[src/trim_loader_consts.svh]
// register indices, field positions, reset values and fetch counts
// assumes inclusion by the loader top, the fetch sequencer and the bench, by bare name
`ifndef TRIM_LOADER_CONSTS_SVH
`define TRIM_LOADER_CONSTS_SVH

// register indices; byte address is four times the index
`define LOADER_STATUS_IDX  14'h0FF0
`define TRIM_INDEX_IDX     14'h0FF6
`define TRIM_WINDOW_IDX    14'h0FF7
`define PAGE_SELECT_IDX    14'h0FF9
`define REG_ADDR_LSB       2

// reset values
`define TRIM_INDEX_RESET   8'h00
`define TRIM_WINDOW_RESET  8'h00
`define PAGE_SELECT_RESET  8'h00
`define TRIM_BYTE_RESET    8'h00
`define OPTION_ERASED      8'hFF

// field positions
`define INFO_EN_BIT        7
`define STATUS_DONE_BIT    0
`define STATUS_BUSY_BIT    1

// trim and fetch geometry
`define TRIM_COUNT         32
`define TRIM_LAST_INDEX    8'h1F
`define OPTION_STEPS       6'h02
`define FETCH_LAST_STEP    6'h21
`define TRIM_INFO_BASE     16'h0020
`define TRIM_INFO_LAST     16'h003F
`define INFO_WINDOW_BASE   16'hFE00
`define INFO_OFFSET_MASK   16'h01FF

// bus answers
`define RESP_OKAY          2'h0
`define RESP_SLVERR        2'h2

`endif

[src/trim_loader_pkg.sv]
// types shared by the loader top and its fetch sequencer
// assumes the constants header is on the include path
package trim_loader_pkg;

   // one read request towards the flash array
   typedef struct packed {
      logic        valid;
      logic        info;
      logic [15:0] addr;
   } flash_cmd_type;

   // one byte fetched during the reset-time load
   typedef struct packed {
      logic       valid;
      logic [5:0] step;
      logic [7:0] data;
   } load_write_type;

   typedef enum logic [1:0] {
      FETCH_RUN  = 2'b01,
      FETCH_DONE = 2'b10
   } fetch_state_type;

endpackage

[src/option_bit_loader_trim_access.sv]
// option byte loader and trim working copy with an AXI4-Lite slave
// assumes single-clock flash with a hold-until-ack read port
`timescale 1ns/1ns
`include "trim_loader_consts.svh"

module option_bit_loader_trim_access
   import trim_loader_pkg::*;
(
   // clock and reset
   input  wire logic           aclk,
   input  wire logic           aresetn,
   // stop-mode recovery or system reset, one-cycle pulse
   input  wire logic           reload_req,
   // processor reset hold
   output logic                cpu_reset_n,
   // axi4-lite write address and data
   input  wire logic [15:0]    awaddr,
   input  wire logic           awvalid,
   output logic                awready,
   input  wire logic [31:0]    wdata,
   input  wire logic [3:0]     wstrb,
   input  wire logic           wvalid,
   output logic                wready,
   // axi4-lite write response
   output logic [1:0]          bresp,
   output logic                bvalid,
   input  wire logic           bready,
   // axi4-lite read
   input  wire logic [15:0]    araddr,
   input  wire logic           arvalid,
   output logic                arready,
   output logic [31:0]         rdata,
   output logic [1:0]          rresp,
   output logic                rvalid,
   input  wire logic           rready,
   // flash array read port
   output flash_cmd_type       flash_cmd,
   input  wire logic [7:0]     flash_data,
   input  wire logic           flash_ack,
   // processor constant-load port
   input  wire logic           cld_req,
   input  wire logic [15:0]    cld_addr,
   output logic [7:0]          cld_data,
   output logic                cld_ack,
   // configuration towards the rest of the chip
   output logic [7:0]          option_byte0,
   output logic [7:0]          option_byte1,
   output logic [255:0]        trim_working
);

   localparam int LOAD_BOUND = 1000;

   // loader
   flash_cmd_type  fetch_cmd;
   load_write_type load_wr;
   logic           load_busy;
   logic           load_done;
   wire            loading = !load_done;

   fetch_sequencer u_fetch (
      .aclk       (aclk),
      .aresetn    (aresetn),
      .start      (reload_req),
      .cmd        (fetch_cmd),
      .flash_data (flash_data),
      .flash_ack  (flash_ack && loading),
      .load_wr    (load_wr),
      .busy       (load_busy),
      .done       (load_done)
   );

   // a registered hold avoids a glitch on the processor reset line
   always_ff @(posedge aclk) begin
      if (!aresetn) cpu_reset_n <= 1'b0;
      else cpu_reset_n <= load_done && !reload_req;
   end

   // hidden option registers, written by the loader alone
   always_ff @(posedge aclk) begin
      if (!aresetn) begin
         option_byte0 <= `OPTION_ERASED;
         option_byte1 <= `OPTION_ERASED;
      end else if (load_wr.valid) begin
         // erased flash reads back as all ones, so a wiped page 0 lands here
         if (load_wr.step == 6'h00) option_byte0 <= load_wr.data;
         if (load_wr.step == 6'h01) option_byte1 <= load_wr.data;
      end
   end

   // software registers
   logic [7:0] trim_index;
   logic [7:0] page_select_register;
   logic [7:0] trim_byte [`TRIM_COUNT];
   wire        idx_valid = (trim_index <= `TRIM_LAST_INDEX);
   wire        info_en   = page_select_register[`INFO_EN_BIT];

   // axi write channel
   logic        aw_held;
   logic        w_held;
   logic [13:0] aw_index;
   logic [7:0]  w_byte;
   logic        w_lane0;
   wire         aw_take  = awvalid && awready;
   wire         w_take   = wvalid && wready;
   wire         do_write = aw_held && w_held && !bvalid;
   wire         wr_lane  = do_write && w_lane0;
   wire         wr_idx   = (aw_index == `TRIM_INDEX_IDX);
   wire         wr_win   = (aw_index == `TRIM_WINDOW_IDX);
   wire         wr_page  = (aw_index == `PAGE_SELECT_IDX);
   wire         wr_stat  = (aw_index == `LOADER_STATUS_IDX);
   wire         wr_map   = wr_idx || wr_win || wr_page || wr_stat;
   wire         window_wr = wr_lane && wr_win && idx_valid;

   assign awready = !aw_held;
   assign wready  = !w_held;

   always_ff @(posedge aclk) begin
      if (!aresetn) begin
         aw_held  <= 1'b0;
         aw_index <= 14'h0000;
      end else if (aw_take) begin
         aw_held  <= 1'b1;
         aw_index <= awaddr[15:`REG_ADDR_LSB];
      end else if (do_write) begin
         aw_held  <= 1'b0;
      end
   end

   always_ff @(posedge aclk) begin
      if (!aresetn) begin
         w_held  <= 1'b0;
         w_byte  <= 8'h00;
         w_lane0 <= 1'b0;
      end else if (w_take) begin
         w_held  <= 1'b1;
         w_byte  <= wdata[7:0];
         w_lane0 <= wstrb[0];
      end else if (do_write) begin
         w_held  <= 1'b0;
      end
   end

   always_ff @(posedge aclk) begin
      if (!aresetn) begin
         bvalid <= 1'b0;
         bresp  <= `RESP_OKAY;
      end else if (do_write) begin
         bvalid <= 1'b1;
         bresp  <= wr_map ? `RESP_OKAY : `RESP_SLVERR;
      end else if (bready) begin
         bvalid <= 1'b0;
      end
   end

   // index register, kept whole so software reads back what it wrote
   always_ff @(posedge aclk) begin
      if (!aresetn) trim_index <= `TRIM_INDEX_RESET;
      else if (wr_lane && wr_idx) trim_index <= w_byte;
   end

   always_ff @(posedge aclk) begin
      if (!aresetn) page_select_register <= `PAGE_SELECT_RESET;
      else if (wr_lane && wr_page) page_select_register <= w_byte;
   end

   // working trim copy; factory bytes stay in flash untouched
   genvar g;
   generate
      for (g = 0; g < `TRIM_COUNT; g++) begin : gen_trim
         wire ld_hit = load_wr.valid && (load_wr.step == 6'(g + 2));
         wire sw_hit = window_wr && (trim_index == 8'(g));
         // loader wins over software, the copy must be factory after reset
         always_ff @(posedge aclk) begin
            if (!aresetn) trim_byte[g] <= `TRIM_BYTE_RESET;
            else if (ld_hit) trim_byte[g] <= load_wr.data;
            else if (sw_hit) trim_byte[g] <= w_byte;
         end
         assign trim_working[g*8 +: 8] = trim_byte[g];
      end
   endgenerate

   // window read value; out-of-range index reads zero
   wire [7:0] window_value = idx_valid ? trim_byte[trim_index[4:0]] : `TRIM_WINDOW_RESET;

   // axi read channel
   wire [13:0] ar_index = araddr[15:`REG_ADDR_LSB];
   wire        rd_idx   = (ar_index == `TRIM_INDEX_IDX);
   wire        rd_win   = (ar_index == `TRIM_WINDOW_IDX);
   wire        rd_page  = (ar_index == `PAGE_SELECT_IDX);
   wire        rd_stat  = (ar_index == `LOADER_STATUS_IDX);
   wire        rd_map   = rd_idx || rd_win || rd_page || rd_stat;
   wire [7:0]  status   = {6'h00, load_busy, load_done};
   wire [7:0]  rd_byte  = rd_idx  ? trim_index :
                          rd_win  ? window_value :
                          rd_page ? page_select_register :
                          rd_stat ? status : 8'h00;
   wire        ar_take  = arvalid && arready;

   assign arready = !rvalid;

   always_ff @(posedge aclk) begin
      if (!aresetn) begin
         rvalid <= 1'b0;
         rdata  <= 32'h0000_0000;
         rresp  <= `RESP_OKAY;
      end else if (ar_take) begin
         rvalid <= 1'b1;
         rdata  <= {24'h00_0000, rd_byte};
         rresp  <= rd_map ? `RESP_OKAY : `RESP_SLVERR;
      end else if (rready) begin
         rvalid <= 1'b0;
      end
   end

   // constant loads see the info page at the top while selected
   // calibration, serial and lot bytes live there, never in the trim map
   wire        cld_info  = info_en && (cld_addr >= `INFO_WINDOW_BASE);
   wire [15:0] cld_flash = cld_info ? (cld_addr & `INFO_OFFSET_MASK) : cld_addr;
   // the ack cycle blocks the request so a held request is not read twice
   wire        cld_go    = cld_req && !cld_ack;

   assign flash_cmd = loading ? fetch_cmd : {cld_go, cld_info, cld_flash};

   always_ff @(posedge aclk) begin
      if (!aresetn) begin
         cld_ack  <= 1'b0;
         cld_data <= 8'h00;
      end else begin
         cld_ack <= !loading && cld_go && flash_ack;
         if (!loading && cld_go && flash_ack) cld_data <= flash_data;
      end
   end
endmodule

[src/fetch_sequencer.sv]
// walks the reset-time fetch: two option bytes, then 32 trim bytes
// assumes flash holds a request stable until it answers with ack
`timescale 1ns/1ns
`include "trim_loader_consts.svh"

module fetch_sequencer
   import trim_loader_pkg::*;
(
   // clock and reset
   input  wire logic           aclk,
   input  wire logic           aresetn,
   // restart request
   input  wire logic           start,
   // flash side
   output flash_cmd_type       cmd,
   input  wire logic [7:0]     flash_data,
   input  wire logic           flash_ack,
   // fetched bytes and progress
   output load_write_type      load_wr,
   output logic                busy,
   output logic                done
);

   fetch_state_type state;
   fetch_state_type next_state;
   logic [5:0]      step;
   wire             take = (state == FETCH_RUN) && flash_ack;
   wire             last = (step == `FETCH_LAST_STEP);
   wire             is_trim = (step >= `OPTION_STEPS);
   wire [15:0]      trim_addr = `TRIM_INFO_BASE + {10'h000, step} - {10'h000, `OPTION_STEPS};

   always_comb begin
      next_state = state;
      case (state)
         FETCH_RUN:  if (take && last) next_state = FETCH_DONE;
         FETCH_DONE: next_state = FETCH_DONE;
         default:    next_state = FETCH_RUN;
      endcase
      if (start) next_state = FETCH_RUN;
   end

   // reset lands in the run state, so every reset reloads
   always_ff @(posedge aclk) begin
      if (!aresetn) begin
         state <= FETCH_RUN;
         step  <= 6'h00;
      end else begin
         state <= next_state;
         if (start) step <= 6'h00;
         else if (take && !last) step <= step + 6'h01;
      end
   end

   always_ff @(posedge aclk) begin
      if (!aresetn) begin
         load_wr <= '0;
      end else begin
         load_wr.valid <= take && !start;
         load_wr.step  <= step;
         load_wr.data  <= flash_data;
      end
   end

   // option bytes at the bottom of program space, trim inside 20..3F
   assign cmd.valid = (state == FETCH_RUN) && !start;
   assign cmd.info  = is_trim;
   assign cmd.addr  = is_trim ? trim_addr : {10'h000, step};
   assign busy      = (state == FETCH_RUN) || load_wr.valid;
   // done waits for the last byte to land
   assign done      = (state == FETCH_DONE) && !load_wr.valid;

endmodule

[config.mk]
export PLATFORM = sky130hd
export DESIGN_NAME = option_bit_loader_trim_access
export DESIGN_NICKNAME = d
export VERILOG_FILES = /design/src/trim_loader_pkg.sv /design/src/option_bit_loader_trim_access.sv /design/src/fetch_sequencer.sv
export VERILOG_INCLUDE_DIRS = /design/src
export SDC_FILE = /design/constraint.sdc
export NUM_CORES = 1
export LEC_CHECK = 0
export BUFFER_PORTS_ARGS = -buffer_cell sky130_fd_sc_hd__buf_2
export CORE_AREA = 2 2 194 196
export CTS_CLUSTER_DIAMETER = 200
export DETAILED_ROUTE_END_ITERATION = 7
export DIE_AREA = 0 0 196 198
export PLACE_DENSITY = 0.82
export SYNTH_ARGS = -nofsm -noshare
export SYNTH_HDL_FRONTEND = slang
export SYNTH_SLANG_ARGS = --single-unit
[constraint.sdc]
create_clock -name aclk -period 5.5 [get_ports aclk]
set_input_delay 0.825 -clock aclk [delete_from_list [all_inputs] [get_ports aclk]]
set_output_delay 0.825 -clock aclk [all_outputs]
set_load 0.01 [all_outputs]
---- Word level (Yosys, flattened, before mapping) ----
Memories as Yosys holds them, arrays and structs flattened. A register that Yosys moved wholly into a read port is not among the register bits.
Cells that the tools add are included.
word-level totals
  bits in registers ....................... 104
  bits in writable memories ............... 256
  memories kept ........................... 1
memories
  memory     depth  width  read ports  clocked after memory_dff  wr ports  line                                 source
  trim_byte  32     8      33          1                         32        option_bit_loader_trim_access.sv:93  logic [7:0] trim_byte [`TRIM_COUNT];
cells by class
  multiplexer cells ....................... 310
  $lt $le $gt $ge ......................... 3
  eq/ne operators ......................... 76
  bitwise gates (word level) .............. 65
  reduce and logical (&&, ||, !) cells .... 111
  add/subtract/negate cells ............... 3
operators by type and width
  operator               count
  $mux 8                 68
  $mux 1                 232
  $eq 8x5->1 const B     16
  $eq 14x12->1 const B   8
  $eq 6x5->1 const B     16
  $logic_and 1x1->1      86
  $eq 8x4->1 const B     8
  $or 1x1->1             64
  $eq 6x4->1 const B     8
  $eq 8x3->1 const B     4
  $mux 16                2
  $eq 6x3->1 const B     4
  $eq 6x6->1 const B     3
  $mux 18                1
  $eq 8x2->1 const B     2
  $ge 16x16->1 const B   1
  $sub 16x2->16 const B  1
  $eq 6x2->1 const B     2
  $mux 5                 2
  $logic_not 1->1        9
  $eq 8x1->1 const B     1
  $le 8x5->1 const B     1
  $logic_not 8->1        1
  $mux 2                 4
  14 further kinds       24

---- Depth between registers and ports, before layout ----
  depth in word-level cells ............... 11
  depth in mapped cells ................... 9

---- By module ----
A second synthesis with hierarchy kept.
second synthesis, totals
  cells, all modules ...................... 1691
  area total of the unflattened synthesis .. 18721.7 um^2
by module, submodules not included
  module                         seq. area each (um^2)  cells each  instances  area an instance (um^2)
  option_bit_loader_trim_access  9369.0                 1576        1          17626.9
  fetch_sequencer                460.4                  115         1          1094.8

---- Worst setup path after synthesis ----
No wires, ideal clock.
  path type ............................... reg-to-reg
  start point ............................. reg bvalid
  end point ............................... mem trim_byte[10][0], enable pin
  path buffers ............................ 1
  arrival ................................. 2466 ps
  setup slack ............................. 2630 ps
  setup time .............................. 404 ps
  stages on the path, launching flop included .. 6
  required time ........................... 5096 ps
  cells stage by stage .................... dfxtp_1 nand3b_1 nor4_2 buf_4 nand3_1 o311ai_0
RTL lines
  item                    line                                  source
  start, declared         option_bit_loader_trim_access.sv:26   output logic bvalid,
  start signal, assigned  option_bit_loader_trim_access.sv:145  bvalid <= 1'b0;
  start signal, assigned  option_bit_loader_trim_access.sv:148  bvalid <= 1'b1;
  start signal, assigned  option_bit_loader_trim_access.sv:151  bvalid <= 1'b0;
  end, declared           option_bit_loader_trim_access.sv:93

==> results.sh <==
export IMPL_synth_ff_type="edfxtp_1"
export IMPL_use_met2_pct=52.5
export IMPL_holdPathStages=2
export IMPL_r2r_setup_slack_ps=2060
export IMPL_outcome="finished with violations"
export IMPL_cellLeakagePower_uw=0.00832
export IMPL_syn_inst=1616
export IMPL_final_setup_tns_ps=0
export IMPL_num_antenna_cells=0
export IMPL_portBuffers=385
export IMPL_max_freq_mhz=284
export IMPL_dpl_hpwl_um=46200
export IMPL_grt_busiest_layer="met2"
export IMPL_place_congestion=1.01
export IMPL_crit_type="reg -> out"
export IMPL_start_util_pct=50.1
export IMPL_postRouteAntennaNets=0
export IMPL_vias=16400
export IMPL_fill_cells=2955
export IMPL_grt_overflow_total=0
export IMPL_synth_area_um2=18500
export IMPL_largest_register_ff_count=256
export IMPL_dieArea_um2=38800
export IMPL_h_tree_depth=2
export IMPL_die_w_um=196
export IMPL_cp_common_cell="nor3_1"
export IMPL_hp_class="in -> reg"
export IMPL_maxSlewViolCount=0
export IMPL_antenna_found_initial=0
export IMPL_cp_arrival_ps=2700
export IMPL_required_ps=4680
export IMPL_cts_root_buffer="clkbuf_16"
export IMPL_first_pass_iters=8
export IMPL_biggestRegsByFlops="trim_byte (256), u_fetch.load_wr (15), aw_index (14)"
export IMPL_drv_cap=0
export IMPL_crit_path_end_kind="output pin"
export IMPL_synth_cell_types=64
export IMPL_p_per_area_nw_per_um2=291
export IMPL_wl_um=67900
export IMPL_yosys_area_top_type="edfxtp_1"
export IMPL_postSynth_asyncResetShare_pct=0
export IMPL_die_h_um=198
export IMPL_peakVddDrop_mv=0.242
export IMPL_gr_usage_met1_pct=42.7
export IMPL_syn_avg_cell_area_um2=11.4
export IMPL_holdPathEnd="rvalid$_SDFFE_PN0P_"
export IMPL_netlist_area_leader_share_pct=41.6
export IMPL_period_share_pct=64.1
export IMPL_yosysSeqAreaShare_pct=53.1
export IMPL_rr_endpoint="trim_byte[25][4]$_DFFE_PP_"
export IMPL_failed_checks="design-rule violations"
export IMPL_rr_startpoint="trim_index[5]$_SDFFE_PN0P_"
export IMPL_setup_violations=0
export IMPL_place_area_um2=20500
export IMPL_path_depth=6
export IMPL_skew_ps=28.6
export IMPL_tightestPinTransition_ps=1350
export IMPL_cts_buffers=40
export IMPL_hold_start="rready"
export IMPL_grt_pass1_vias=15200
export IMPL_cts_tree="yes"
export IMPL_ios=443
export IMPL_grt_max_degree=58
export IMPL_ff2ff_path_depth=4
export IMPL_final_util_pct=59.1
export IMPL_critPathMaxFanout=8
export IMPL_nNetsFinal=2017
export IMPL_netlist_top_cells_area="edfxtp_1 (42%), dfxtp_1 (12%), a32o_1 (8.2%)"
export IMPL_grt_pass1_wl_um=96900
export IMPL_cts_hold_buffers_added=0
export IMPL_slew_headroom_pct=10.1
export IMPL_gr_usage_met3_pct=10.2
export IMPL_cp_slowest_cell="nor3_1"
export IMPL_clk_latency_ps=560
export IMPL_wl_per_cell_um=28.1
export IMPL_rsz0062_at_grt="no"
export IMPL_syn_to_final_growth_pct=18.1
export IMPL_crit_chain="or4_1, nor3_1, nor3_1, a21oi_1, o21ai_0, buf_2"
export IMPL_cts_setup_buffers=0
export IMPL_drc=6
export IMPL_clockBufferDepth=3
export IMPL_cts_sinks=363
export IMPL_hold_viol_final=0
export IMPL_cp_num_buf_inv=1
export IMPL_drtIter0Drc=2703
export IMPL_synth_seq_cells=363
export IMPL_cts_resized_gates=0
export IMPL_cp_top_family="simple AND/OR/NAND/NOR gates"
export IMPL_max_stage_delay_ps=630
export IMPL_drt_vias_per_instance=6.79
export IMPL_final_min_clock_period_ps=3530
export IMPL_design_core_area_um2=37000
export IMPL_final_area_um2=21800
export IMPL_yosysWarnings=0
export IMPL_fp_row_count=71
export IMPL_clk_pin_slew_ps=60
export IMPL_top_register="trim_byte"
export IMPL_grt_use_total_pct=33.7
export IMPL_worstSetupStartpointType="flip-flop"
export IMPL_drive_above_1_share_pct=30.5
export IMPL_synth_edff_count=256
==> routing by layer <==
layer | wire (µm) | vias up | part of all wire, %
met5 | 0 | - | 0
met1 | 23400 | 7751 | 34
met4 | 3910 | 0 | 5.8
met3 | 10300 | 282 | 15
li1 | - | 6804 | -
met2 | 30300 | 1554 | 45
==> cell usage in the layout (no fill, tap or decap), types with 9 or more instances in the layout <==
master,synthesis,final
buf_2,12,385
edfxtp_1,256,256
nand2_1,243,243
a32o_1,152,152
nor2_1,113,111
dfxtp_1,107,88
o21ai_0,66,66
mux4_2,60,60
mux2i_1,50,50
a22o_1,48,48
nand3_1,45,45
clkbuf_16,0,42
a21oi_1,30,30
o221ai_1,28,28
conb_1,1,26
and2_1,23,23
buf_4,32,19
dfxtp_2,0,18
inv_1,16,15
nand2b_1,14,14
nor2b_1,15,13
nor3_1,12,11
nand4_1,10,10
mux2_2,10,10
clkbuf_1,120,10
o31ai_1,9,9
a221oi_1,9,9
==> worst max-delay path by stage <==
stage | endpoint | start
floorplan | trim_byte[10][0]$_DFFE_PP_ | bvalid$_SDFFE_PN0P_
global placement | trim_byte[0][2]$_DFFE_PP_ | aresetn
detailed placement | trim_byte[0][3]$_DFFE_PP_ | aresetn
CTS | flash_cmd[3] | u_fetch.step[1]$_SDFFE_PP0P_
global route | flash_cmd[3] | u_fetch.step[1]$_SDFFE_PP0P_
finish | flash_cmd[3] | u_fetch.step[1]$_SDFFE_PP0P_
==> final cells by class <==
type,instances,area [µm²],share of cell area [%]
Tap cell,474,593,2.72
Clock buffer,57,1150,5.27
Clock inverter,17,198,0.905
Multi-Input combinational cell,1081,7910,36.2
Sequential cell,363,9860,45.1
Timing Repair Buffer,404,2070,9.48
Inverter,17,63.8,0.292
==> power breakdown <==
group	total, µW	internal (µW)	leakage (µW)	switching (µW)
clock	2790	1650	0.000664	1130
combinational	376	140	0.00414	236
sequential	3190	3010	0.00352	174
==> synthesized netlist by cell type (5+ instances only) <==
cell type  instances
a21oi_2            8
nor2_1           113
buf_2             12
nand2_1          243
buf_4             32
o21ai_0           66
mux2i_1           50
o221ai_1          28
dfxtp_1          107
ha_1               8
nor4_1             6
edfxtp_1         256
nor2b_1           15
buf_1             16
mux4_2            60
o311ai_0           6
nand3b_1           6
o21bai_1           6
and2_1            23
a31oi_1            6
a22o_1            48
a211oi_1           7
a221oi_1           9
clkbuf_1         120
nor3_2             7
nor3_1            12
nand2b_1          14
nand4_1           10
a32o_1           152
inv_1             16
o31ai_1            9
mux2_2            10
nand3_1           45
a21oi_1           30
o22ai_1            5
==> stage by stage <==
step	cells	hold slack, ps	setup slack, ps	total power (µW)
after floorplan	1641	431	2630	3370
after global placement	2339	440	2010	3590
after detailed placement	2339	447	1920	3600
after CTS	2413	440	2020	6330
after global routing	2413	448	1770	6480
final	2413	459	1970	6350
==> logic make-up after synthesis <==
kind of cell / share of synthesized area [%]
AOI/OAI and AO/OA: 17.8
adders and majority gates: 0.541
and+or+nand+nor: 12.8
buffers and inverters: 4.73
muxes: 10.6
other: 0.0203
xor gates and xnor gates: 0.284
DFF: 53.1
(Power assumes the default switching activity.)
